===== config.mk =====
export PLATFORM = sky130hd
export DESIGN_NAME = ppm_port_mux
export DESIGN_NICKNAME = d
export VERILOG_FILES = /design/src/hdl/ppm_pkg.sv /design/src/hdl/ppm_sync3.sv /design/src/hdl/ppm_port_mux.sv
export SDC_FILE = /design/constraint.sdc
export NUM_CORES = 1
export LEC_CHECK = 0
export ABC_AREA = 1
export BUFFER_PORTS_ARGS = -buffer_cell sky130_fd_sc_hd__buf_2
export CORE_MARGIN = 3
export CORE_UTILIZATION = 53
export CTS_BUF_LIST = sky130_fd_sc_hd__clkbuf_8
export CTS_CLUSTER_DIAMETER = 150
export DETAILED_ROUTE_END_ITERATION = 10
export GPL_ROUTABILITY_DRIVEN = 0
export PLACE_DENSITY_LB_ADDON = 0.12
export SYNTH_ARGS = -nofsm -noshare
export SYNTH_HDL_FRONTEND = slang
export SYNTH_SLANG_ARGS = --single-unit

===== constraint.sdc =====
create_clock -name mclk -period 1.05 [get_ports mclk]
set_input_delay 0.0525 -clock mclk [delete_from_list [all_inputs] [get_ports mclk]]
set_output_delay 0.0525 -clock mclk [all_outputs]
set_load 0.02 [all_outputs]

===== src/hdl/ppm_pkg.sv =====
// package: constants for the port pin function multiplexer
package ppm_pkg;
  // ------------------------------------------------------------
  // configuration register layout
  // ------------------------------------------------------------
  localparam logic [7:0] PPM_CFG1_RESET   = 8'h00;
  localparam logic [7:0] PPM_CFG2_RESET   = 8'h00;
  localparam int         PPM_CFG2_SDA_BIT = 0;
  localparam int         PPM_CFG2_SCL_BIT = 1;
  localparam int         PPM_CFG2_VS_BIT  = 6;
  localparam int         PPM_CFG2_HS_BIT  = 7;
  localparam int         PPM_PC_PWM_BASE  = 8;
  // ------------------------------------------------------------
  // port widths
  // ------------------------------------------------------------
  localparam int         PPM_PA_W         = 8;
  localparam int         PPM_PB_W         = 6;
  localparam int         PPM_PC_W         = 8;
  localparam int         PPM_PD_W         = 2;
  localparam logic [7:0] PPM_DDR_RESET    = 8'h00;
  // ------------------------------------------------------------
  // external interrupt sensitivity
  // ------------------------------------------------------------
  typedef enum logic [1:0] {
    PPM_IRQ_IDLE = 2'h1,
    PPM_IRQ_HELD = 2'h2
  } ppm_irq_st_t;
endpackage


===== src/hdl/ppm_sync3.sv =====
// three-stage pin synchroniser with agreement filter
`timescale 1ns/10ps
module ppm_sync3 #(
  parameter int W = 1
) (
  input  wire logic         mclk,    // core clock
  input  wire logic         arst_n,  // async reset, active low
  input  wire logic [W-1:0] pin_in,  // raw pin level
  output logic      [W-1:0] clean    // filtered level
);
  typedef struct packed {
    logic [W-1:0] s1;
    logic [W-1:0] s2;
    logic [W-1:0] s3;
    logic [W-1:0] q;
  } ppm_sync_st_t;
  ppm_sync_st_t st_reg;
  ppm_sync_st_t st_next;

  // a change counts only once stages two and three agree
  always_comb begin
    st_next    = st_reg;
    st_next.s1 = pin_in;
    st_next.s2 = st_reg.s1;
    st_next.s3 = st_reg.s2;
    for (int i = 0; i < W; i++) begin
      if (st_reg.s2[i] == st_reg.s3[i]) begin
        st_next.q[i] = st_reg.s3[i];
      end
    end
  end

  always_ff @(posedge mclk or negedge arst_n) begin
    if (!arst_n) begin
      st_reg <= '0;
    end else begin
      st_reg <= st_next;
    end
  end

  assign clean = st_reg.q;
endmodule // ppm_sync3


===== src/hdl/ppm_port_mux.sv =====
// port pin function multiplexer: ports A-D, configuration, irq, sync inputs
//
// Contract
// - reset makes ports A, B, C inputs
// - config1 bits route PC0-5 to pulse 8-13
// - config2 serial bits make PD open-drain bus
// - irq falling edge, or edge plus level
// - PC6/PC7 general, pulse or sync output
// - eight dedicated pulse pins, channels 0-7
// - low reset pin resets; start without it
// - sync inputs accepted in either polarity
// - sync select beats pulse select on PC6/7
// - both configuration registers reset to zero
// - alternate function ignores data-direction bit
`timescale 1ns/10ps
module ppm_port_mux (
  input  wire logic       mclk,          // core clock, 40 MHz
  input  wire logic       arst_n,        // async reset (power-on or pin), low
  // configuration writes from the core
  input  wire logic       cfg1_we,       // write strobe, pulse select register
  input  wire logic       cfg2_we,       // write strobe, sync/serial select register
  input  wire logic       ddr_we,        // write strobe, direction register picked by ddr_sel
  input  wire logic [1:0] ddr_sel,       // 0 A, 1 B, 2 C, 3 D
  input  wire logic [7:0] wdata,         // write data
  output logic      [7:0] cfg1_q,        // pulse select register readback
  output logic      [7:0] cfg2_q,        // sync/serial select readback
  output logic      [7:0] ddr_a_q,       // direction register A
  output logic      [5:0] ddr_b_q,       // direction register B
  output logic      [7:0] ddr_c_q,       // direction register C
  output logic      [1:0] ddr_d_q,       // direction register D
  // port data latches from the core
  input  wire logic [7:0] pa_dout,       // port A latch
  input  wire logic [5:0] pb_dout,       // port B latch
  input  wire logic [7:0] pc_dout,       // port C latch
  input  wire logic [1:0] pd_dout,       // port D latch
  // peripheral sources
  input  wire logic [15:0] pulse_ch,     // pulse-width channels 0-15
  input  wire logic       hsync_out,     // sync processor horizontal output
  input  wire logic       vsync_out,     // sync processor vertical output
  input  wire logic       ser_sda_lo,    // serial block pulls data low
  input  wire logic       ser_scl_lo,    // serial block pulls clock low
  output logic            ser_sda_in,    // synchronised serial data line
  output logic            ser_scl_in,    // synchronised serial clock line
  // pins (input / output / enable)
  input  wire logic [7:0] pa_in,         // port A pin level
  output logic      [7:0] pa_out,        // port A drive value
  output logic      [7:0] pa_oe,         // port A drive enable
  input  wire logic [5:0] pb_in,         // port B pin level
  output logic      [5:0] pb_out,        // port B drive value
  output logic      [5:0] pb_oe,         // port B drive enable
  input  wire logic [7:0] pc_in,         // port C pin level
  output logic      [7:0] pc_out,        // port C drive value
  output logic      [7:0] pc_oe,         // port C drive enable
  input  wire logic [1:0] pd_in,         // port D pin level
  output logic      [1:0] pd_out,        // port D drive value
  output logic      [1:0] pd_oe,         // port D drive enable
  output logic      [7:0] pulse_pin,     // dedicated pulse pins 0-7
  output logic      [7:0] pa_rd,         // port A read value
  output logic      [5:0] pb_rd,         // port B read value
  output logic      [7:0] pc_rd,         // port C read value
  output logic      [1:0] pd_rd,         // port D read value
  // external interrupt
  input  wire logic       irq_n_pin,     // interrupt pin, active low
  input  wire logic       irq_level_en,  // 1: edge and level, 0: edge only
  input  wire logic       irq_ack,       // core takes the interrupt
  output logic            irq_req,       // interrupt request to the core
  // sync inputs
  input  wire logic       hsync_pin,     // horizontal sync from host
  input  wire logic       vsync_pin,     // vertical sync from host
  output logic            hsync_raw,     // synchronised, polarity as received
  output logic            vsync_raw      // synchronised, polarity as received
);
  // ------------------------------------------------------------
  // registered state
  // ------------------------------------------------------------
  typedef struct packed {
    logic [7:0]  cfg1;
    logic [7:0]  cfg2;
    logic [7:0]  ddr_a;
    logic [5:0]  ddr_b;
    logic [7:0]  ddr_c;
    logic [1:0]  ddr_d;
    logic        irq_prev;
    logic        irq_pend;
    ppm_pkg::ppm_irq_st_t irq_st;
    logic [7:0]  pc_o;
    logic [7:0]  pc_e;
    logic [1:0]  pd_o;
    logic [1:0]  pd_e;
    logic [7:0]  pwm_o;
  } ppm_st_t;
  ppm_st_t st_reg;
  ppm_st_t st_next;

  logic [7:0] pa_s;
  logic [5:0] pb_s;
  logic [7:0] pc_s;
  logic [1:0] pd_s;
  logic       irq_lo_s;  // filtered interrupt pin, high while the pin is low
  logic       hs_s;
  logic       vs_s;

  // ------------------------------------------------------------
  // pin synchronisers
  // ------------------------------------------------------------
  // interrupt pin enters inverted: the filter resets to 0, which then equals the idle pin
  ppm_sync3 #(.W(27)) u_sync (
    .mclk   (mclk),
    .arst_n (arst_n),
    .pin_in ({pa_in, pb_in, pc_in, pd_in, ~irq_n_pin, hsync_pin, vsync_pin}),
    .clean  ({pa_s, pb_s, pc_s, pd_s, irq_lo_s, hs_s, vs_s})
  );

  // ------------------------------------------------------------
  // next state
  // ------------------------------------------------------------
  always_comb begin
    logic fall;
    fall    = ~st_reg.irq_prev & irq_lo_s;
    st_next = st_reg;
    if (cfg1_we) begin
      st_next.cfg1 = wdata;
    end
    if (cfg2_we) begin
      st_next.cfg2 = wdata;
    end
    if (ddr_we) begin
      unique case (ddr_sel)
        2'h0: st_next.ddr_a = wdata;
        2'h1: st_next.ddr_b = wdata[5:0];
        2'h2: st_next.ddr_c = wdata;
        2'h3: st_next.ddr_d = wdata[1:0];
      endcase
    end
    // port C: alternate function wins over the direction bit
    for (int i = 0; i < 6; i++) begin
      st_next.pc_e[i] = st_reg.cfg1[i] | st_reg.ddr_c[i];
      st_next.pc_o[i] = st_reg.cfg1[i] ? pulse_ch[ppm_pkg::PPM_PC_PWM_BASE + i]
                                       : pc_dout[i];
    end
    // PC6 vertical, PC7 horizontal; sync select overrides pulse select
    if (st_reg.cfg2[ppm_pkg::PPM_CFG2_VS_BIT]) begin
      st_next.pc_o[6] = vsync_out;
      st_next.pc_e[6] = 1'b1;
    end else if (st_reg.cfg1[6]) begin
      st_next.pc_o[6] = pulse_ch[14];
      st_next.pc_e[6] = 1'b1;
    end else begin
      st_next.pc_o[6] = pc_dout[6];
      st_next.pc_e[6] = st_reg.ddr_c[6];
    end
    if (st_reg.cfg2[ppm_pkg::PPM_CFG2_HS_BIT]) begin
      st_next.pc_o[7] = hsync_out;
      st_next.pc_e[7] = 1'b1;
    end else if (st_reg.cfg1[7]) begin
      st_next.pc_o[7] = pulse_ch[15];
      st_next.pc_e[7] = 1'b1;
    end else begin
      st_next.pc_o[7] = pc_dout[7];
      st_next.pc_e[7] = st_reg.ddr_c[7];
    end
    // port D: serial use drives only low, released otherwise (open drain)
    if (st_reg.cfg2[ppm_pkg::PPM_CFG2_SDA_BIT]) begin
      st_next.pd_o[0] = 1'b0;
      st_next.pd_e[0] = ser_sda_lo;
    end else begin
      st_next.pd_o[0] = pd_dout[0];
      st_next.pd_e[0] = st_reg.ddr_d[0];
    end
    if (st_reg.cfg2[ppm_pkg::PPM_CFG2_SCL_BIT]) begin
      st_next.pd_o[1] = 1'b0;
      st_next.pd_e[1] = ser_scl_lo;
    end else begin
      st_next.pd_o[1] = pd_dout[1];
      st_next.pd_e[1] = st_reg.ddr_d[1];
    end
    st_next.pwm_o = pulse_ch[7:0];
    // external interrupt: a new edge beats a same-cycle acknowledge
    st_next.irq_prev = irq_lo_s;
    if (irq_ack) begin
      st_next.irq_pend = 1'b0;
    end
    if (fall && st_reg.irq_st == ppm_pkg::PPM_IRQ_IDLE) begin
      st_next.irq_pend = 1'b1;
    end
    unique case (st_reg.irq_st)
      ppm_pkg::PPM_IRQ_IDLE: if (fall) st_next.irq_st = ppm_pkg::PPM_IRQ_HELD;
      ppm_pkg::PPM_IRQ_HELD: if (!irq_lo_s) st_next.irq_st = ppm_pkg::PPM_IRQ_IDLE;
    endcase
  end

  // ------------------------------------------------------------
  // registers; reset makes all ports inputs, shared pins plain I/O
  // ------------------------------------------------------------
  always_ff @(posedge mclk or negedge arst_n) begin
    if (!arst_n) begin
      st_reg          <= '0;
      st_reg.cfg1     <= ppm_pkg::PPM_CFG1_RESET;
      st_reg.cfg2     <= ppm_pkg::PPM_CFG2_RESET;
      st_reg.ddr_a    <= ppm_pkg::PPM_DDR_RESET;
      st_reg.ddr_c    <= ppm_pkg::PPM_DDR_RESET;
      st_reg.irq_prev <= 1'b0;  // idle level, so release makes no false edge
      st_reg.irq_st   <= ppm_pkg::PPM_IRQ_IDLE;
    end else begin
      st_reg <= st_next;
    end
  end

  // ------------------------------------------------------------
  // outputs
  // ------------------------------------------------------------
  assign cfg1_q    = st_reg.cfg1;
  assign cfg2_q    = st_reg.cfg2;
  assign ddr_a_q   = st_reg.ddr_a;
  assign ddr_b_q   = st_reg.ddr_b;
  assign ddr_c_q   = st_reg.ddr_c;
  assign ddr_d_q   = st_reg.ddr_d;
  assign pa_out    = pa_dout;
  assign pa_oe     = st_reg.ddr_a;
  assign pb_out    = pb_dout;
  assign pb_oe     = st_reg.ddr_b;
  assign pc_out    = st_reg.pc_o;
  assign pc_oe     = st_reg.pc_e;
  assign pd_out    = st_reg.pd_o;
  assign pd_oe     = st_reg.pd_e;
  assign pulse_pin = st_reg.pwm_o;
  // outputs read back their latch, inputs read the pin
  assign pa_rd     = (st_reg.ddr_a & pa_dout) | (~st_reg.ddr_a & pa_s);
  assign pb_rd     = (st_reg.ddr_b & pb_dout) | (~st_reg.ddr_b & pb_s);
  assign pc_rd     = (st_reg.ddr_c & pc_dout) | (~st_reg.ddr_c & pc_s);
  assign pd_rd     = (st_reg.ddr_d & pd_dout) | (~st_reg.ddr_d & pd_s);
  assign ser_sda_in = pd_s[0];
  assign ser_scl_in = pd_s[1];
  // level mode keeps requesting while the pin stays low
  assign irq_req   = st_reg.irq_pend | (irq_level_en & irq_lo_s);
  // polarity is left to the sync processor, both senses pass unchanged
  assign hsync_raw = hs_s;
  assign vsync_raw = vs_s;
endmodule // ppm_port_mux


Word level (Yosys, flattened, before mapping) --
Cells that the tools add are included.
Cells by class: $mul 0, bitwise gates (word level) 27, equality and inequality tests 34, reduce and logical (&&, ||, !) cells 8, div/mod/pow operators 0, shift-type cells 0, muxes and demuxes 23, add/sub/neg operators 0, order comparisons 0
Operator list (count):
- $and 8x8->8 | 4
- $eq 1x1->1 | 27
- $mux 1 | 20
- $not 8->8 | 2
- $or 8x8->8 | 2
- $and 6x6->6 | 2
- $reduce_and 2->1 | 5
- $or 1x1->1 | 7
- $eq 2x2->1 const B | 3
- $not 6->6 | 1
- $or 6x6->6 | 1
- $and 2x2->2 | 2
- $eq 2x1->1 const B | 2
- $mux 2 | 2
- $ne 2x2->1 const B | 2
- $pmux 2 s2 | 1
- $and 1x1->1 | 2
- $logic_not 2->1 | 1
- $not 1->1 | 2
- $not 2->2 | 1
- $or 2x2->2 | 1
- $reduce_bool 2->1 | 1
- $logic_and 1x1->1 | 1
Word-level totals: ROM bits 0, bits in latches 0, memories kept 0, bits in registers 180, bits of input ports 88, output and inout bits 125, word-level logic and storage cells 136, bits in writable memories 0

Logic depth before layout (Yosys ltp) --
word-level depth 4, depth in mapped cells 5, gate-level depth less buffers 5

Cells and area by module --
A second synthesis with hierarchy kept.
Unflattened totals: cells, all modules 683, area, all modules 7066.8 sq um
By module, submodules not included:
- ppm_port_mux | cells each 440, area an instance 3722.3 sq um, seq. area each 1803.0 sq um, instances 1
- ppm_sync3 | cells each 243, area an instance 3344.5 sq um, seq. area each 2702.6 sq um, instances 1

Worst setup path after synthesis --
Ideal clock, no wire load.
path type register to output, start point register st_reg (netlist bit ddr_c_q[6]), end point output pc_rd[6], required time 0.998 ns, data arrival time 0.895 ns, cell stages (with the launch flop) 2, path slack 0.102 ns, cell sequence dfrtp_1 > o21ai_0
On the way: cells in the longest elaborated chain, start to end 3
RTL lines:
- start, declared | RTL line ppm_port_mux.sv:92 | ppm_st_t st_reg;
- start signal, assigned | RTL line ppm_port_mux.sv:205 | st_reg <= st_next;
- $not 8->8 | RTL line ppm_port_mux.sv:230 | assign pc_rd = (st_reg.ddr_c & pc_dout) | (~st_reg.ddr_c & pc_s);
- $and 8x8->8 | RTL line ppm_port_mux.sv:230
- $or 8x8->8 (*) | RTL line ppm_port_mux.sv:230
- end, declared | RTL line ppm_port_mux.sv:60 | output logic [7:0] pc_rd,
Every way passes the cells marked *; elsewhere a longest branch is shown, timed or not.

Worst setup path in the final report --
start point register st_reg (netlist bit ddr_c_q[4]), end point output ddr_c_q[4]
RTL lines:
- end, declared | RTL line ppm_port_mux.sv:29 | output logic [7:0] ddr_c_q,
No word-level cell between the ends.

==> run summary <==
The run finished, with violations left. The final reports fail on negative setup slack. The floorplan step defined a core boundary enclosing 12260 um2. Ranked by instance count, the synthesized netlist is headed by sky130_fd_sc_hd__dfrtp_1 (179), sky130_fd_sc_hd__nand2_1 (143), sky130_fd_sc_hd__buf_4 (98), sky130_fd_sc_hd__inv_1 (53), sky130_fd_sc_hd__o21ai_0 (44). Relative to the synthesized area, the layout overhead comes to 44.81%. The share of post-route cells with drive strength above 1 is 0.4061.

Each instance of the synthesized netlist takes up on average 10.74 um2. The most frequently used flop master after synthesis is sky130_fd_sc_hd__dfrtp_1. The analysis attributes to cell leakage a power of 4.992 nW. The number of DRC violations after detailed-routing iteration 0 came out at 445. Counting the buffers created by CTS gives 17.

The post-synthesis instance total was 631; the number of flip-flops in the largest register was 54. The storage element area was 4526 um2. After legalization and detailed placement, the total HPWL measured 9831 um. 0 antenna diodes ended up in the layout. Clock tree synthesis selected as its root buffer the cell sky130_fd_sc_hd__clkbuf_8. The fraction of the cycle the final worst path needs is 1.243, and the starting utilization of the core area is 0.5524. Capturing element type of the critical path: an output port. The hold violation count in the final report was 0; the power density over the cells was 1743 nW/um2. The pin count of the biggest net entering global routing is 41. TritonCTS built the clock tree. The number of vias per cell after detailed routing came out at 4.825.

The number of antenna violations at the first check in global routing was 0. In this run the tool buffered the top-level ports with 212 buffer cells. The worst setup path is launched from a flip-flop. The number of warnings issued by yosys was 0; the number of flops mapped to enable cells by yosys was 0. Summing over every cut layer, the via total after detailed routing is 5206. The critical-path maximum fanout is 2, and the area share of the largest cell type after synthesis is 0.6612. The die covers 14170 um2.

The transition time at the pin with the least slew margin came out at 0.3658 ns. By instance count, the leading cell after synthesis is sky130_fd_sc_hd__dfrtp_1. For the sequential element share of the synthesized area, the log shows 0.6651. The tools report the launch point of the worst path as ddr_c_q[4]. For this run the aggregate overflow at the end of global routing stands at 0. Counting the fill cells in the layout gives 722. In this run the cell area of the synthesized design comes to 6774 um2.

The headroom to the max-slew limit is 0.7562. For the max-slew violation count, the log shows 0. The count of unique library cells instantiated by Yosys was 19; the net count of the finished layout was 987. The number of nets handed over by synthesis was 719. sky130_fd_sc_hd__dfrtp_1 takes more of the synthesized area than any other cell.

Setup repair after global routing could not meet its margin everywhere. The tools report the number of rows in the core area as 40. Based on the critical path, the design can be clocked at up to 766.3 MHz. The minimum clock period after layout came out at 1.305 ns. STA puts the critical path data required time at 1.00 ns. Number of global-route vias before repair: 5410. From bottom edge to top edge, the die measures 119.1 um. The worst register-to-register path begins at ddr_c_q[4]. Max-cap violations in this run came to 0.

The final count of negative-setup-slack endpoints was 78; the clock transition at the register clock pins on the worst setup and hold paths after CTS was 0.08 ns. Once detail routing completed, the nets flagged for antenna violations numbered 0. The async set-reset flop share out of synthesis works out to 1.000. After synthesis, the cell types taking the most area are sky130_fd_sc_hd__dfrtp_1 (66%), sky130_fd_sc_hd__buf_4 (11%), sky130_fd_sc_hd__nand2_1 (7.9%). The run gives 0.001174 V as the peak supply drop. The clock insertion delay at the later pin of the skew report was 0.45 ns; the register bit total from synthesis was 180.

The global routing usage summed across all routing layers was 0.2503. For this run, design rule violations remaining after detail routing come to 0. The tools report the area taken by multi-input logic gates as 1390 um2. Dividing the detail-routed wire length by the instance count gives 16.70 um. In this run the number of H-tree levels came out at 4. OpenSTA, run right after detailed placement, puts the worst setup slack at 0.08130 ns. Clock tree synthesis found a total of 180 sinks. The min-delay analysis places its worst path in the category in -> async. Data arrives at the worst endpoint at 1.25 ns.

After detailed routing, the total wire length is 18010 um. The maximum number of buffers from clock root to sink came out at 2. For the share of the core filled with cells, the log shows 0.8000. 213 I/O pins were placed. The setup clock skew after layout is 0.009786 ns, and the number of search-and-repair iterations in the first detailed-routing pass is 5. The worst setup path is of the reg -> out kind. The run gives -0.2550 ns as the final worst slack. From left edge to right edge, the die measures 119.1 um. The first global-routing pass estimated 27440 um of wire.
[routing by layer]
layer | vias up | part of all wire | global-route usage | wire length (um)
met2 | 232 | 0.51 | 0.4249 | 9226
li1 | 2415 | - | - | -
met4 | 0 | 0.026 | 0.09848 | 461
met5 | - | 0 | 0 | 0
met1 | 2515 | 0.38 | 0.3026 | 6908
met3 | 44 | 0.079 | 0.07123 | 1417
[worst max-delay path: stages (launching register included)]
cell and delay, ns:
sky130_fd_sc_hd__dfrtp_1 0.43, sky130_fd_sc_hd__buf_4 0.15, sky130_fd_sc_hd__buf_6 0.11, sky130_fd_sc_hd__buf_6 0.12
[layout make-up]
cell class / instances / share of cell area
Sequential cell: 180 / 0.4614
Timing Repair Buffer: 352 / 0.3147
Multi-Input combinational cell: 293 / 0.1417
Clock buffer: 23 / 0.03227
Tap cell: 168 / 0.02143
Inverter: 55 / 0.02105
Clock inverter: 8 / 0.007526
[report_power, final]
part           switching [mW]  leakage [nW]  internal (mW)
combinational            2.19          2.67           2.23
clock                    2.31         0.205           2.24
sequential              0.541          2.12           7.59
[kinds of logic (layout without fill, tap and decap cells)]
kind of cell / count (synthesis) / count (layout) / share of synthesized area
AND/OR/NAND/NOR: 221 / 221 / 0.1376
AO/OA/AOI/OAI: 72 / 72 / 0.05357
flip-flops: 180 / 180 / 0.6651
buffers and inverters: 158 / 438 / 0.1437
[stage by stage]
step / instance area (um2) / power [mW] / hold slack (ns) / instances / setup TNS (ns)
final: 9809 / 17.10 / 0.06686 / 1079 / -11.08
after global routing: 9809 / 17.89 / 0.05899 / 1079 / -16.93
after CTS: 9510 / 16.73 / 0.03416 / 1063 / -12.87
after detailed placement: 7412 / 10.81 / -0.02805 / 920 / 0
after global placement: 7412 / 10.72 / -0.03173 / 920 / 0
after floorplan: 6774 / 10.13 / -0.2431 / 631 / 0
[cell usage in the layout (no fill, tap or decap)]
cell type / instances
sky130_fd_sc_hd__nand2_1: 131
sky130_fd_sc_hd__inv_1: 51
sky130_fd_sc_hd__inv_2: 5
sky130_fd_sc_hd__o21ai_0: 20
sky130_fd_sc_hd__nand2_2: 12
sky130_fd_sc_hd__dlygate4sd3_1: 72
sky130_fd_sc_hd__nand3_4: 1
sky130_fd_sc_hd__dfstp_2: 1
sky130_fd_sc_hd__nor2_1: 41
sky130_fd_sc_hd__or2_2: 5
sky130_fd_sc_hd__nor2_4: 1
sky130_fd_sc_hd__a21o_1: 1
sky130_fd_sc_hd__clkinvlp_4: 1
sky130_fd_sc_hd__nand2_4: 1
sky130_fd_sc_hd__o21ai_1: 8
sky130_fd_sc_hd__clkinv_4: 1
sky130_fd_sc_hd__dfrtp_1: 163
sky130_fd_sc_hd__dfrtp_2: 16
sky130_fd_sc_hd__nand4_1: 16
sky130_fd_sc_hd__inv_6: 1
sky130_fd_sc_hd__nand3_1: 11
sky130_fd_sc_hd__clkbuf_8: 23
sky130_fd_sc_hd__nand3_2: 2
sky130_fd_sc_hd__o21ai_2: 16
sky130_fd_sc_hd__buf_12: 3
sky130_fd_sc_hd__buf_4: 50
sky130_fd_sc_hd__buf_2: 100
sky130_fd_sc_hd__a21oi_1: 27
sky130_fd_sc_hd__bufinv_16: 1
sky130_fd_sc_hd__clkinv_2: 3
sky130_fd_sc_hd__buf_6: 127
[what timing repair did]
action                                  in CTS  in global routing
endpoints found under the hold margin      268                  0
hold buffers                                72                  0
endpoints found under the setup margin     111                114
gates resized for setup                    254                 56
pin swaps                                   37                  5
buffers inserted                            40                 17
cloned                                       0                  0
[worst paths after layout]
kind / endpoint / slack [ns] / cells past startpoint
hold reg to reg: u_sync.st_next[35] / 0.35 / 0
hold / removal: u_sync.clean[12] / 0.07 / 2
max in group asynchronous: ddr_c_q[0] / 0.43 / 3
setup / recovery: ddr_c_q[4] / -0.26 / 3
min in group mclk: u_sync.st_next[78] / 0.24 / 2
setup reg to reg: ddr_c_q[4] / 0.03 / 5
Power figures use the tool's default switching activity.
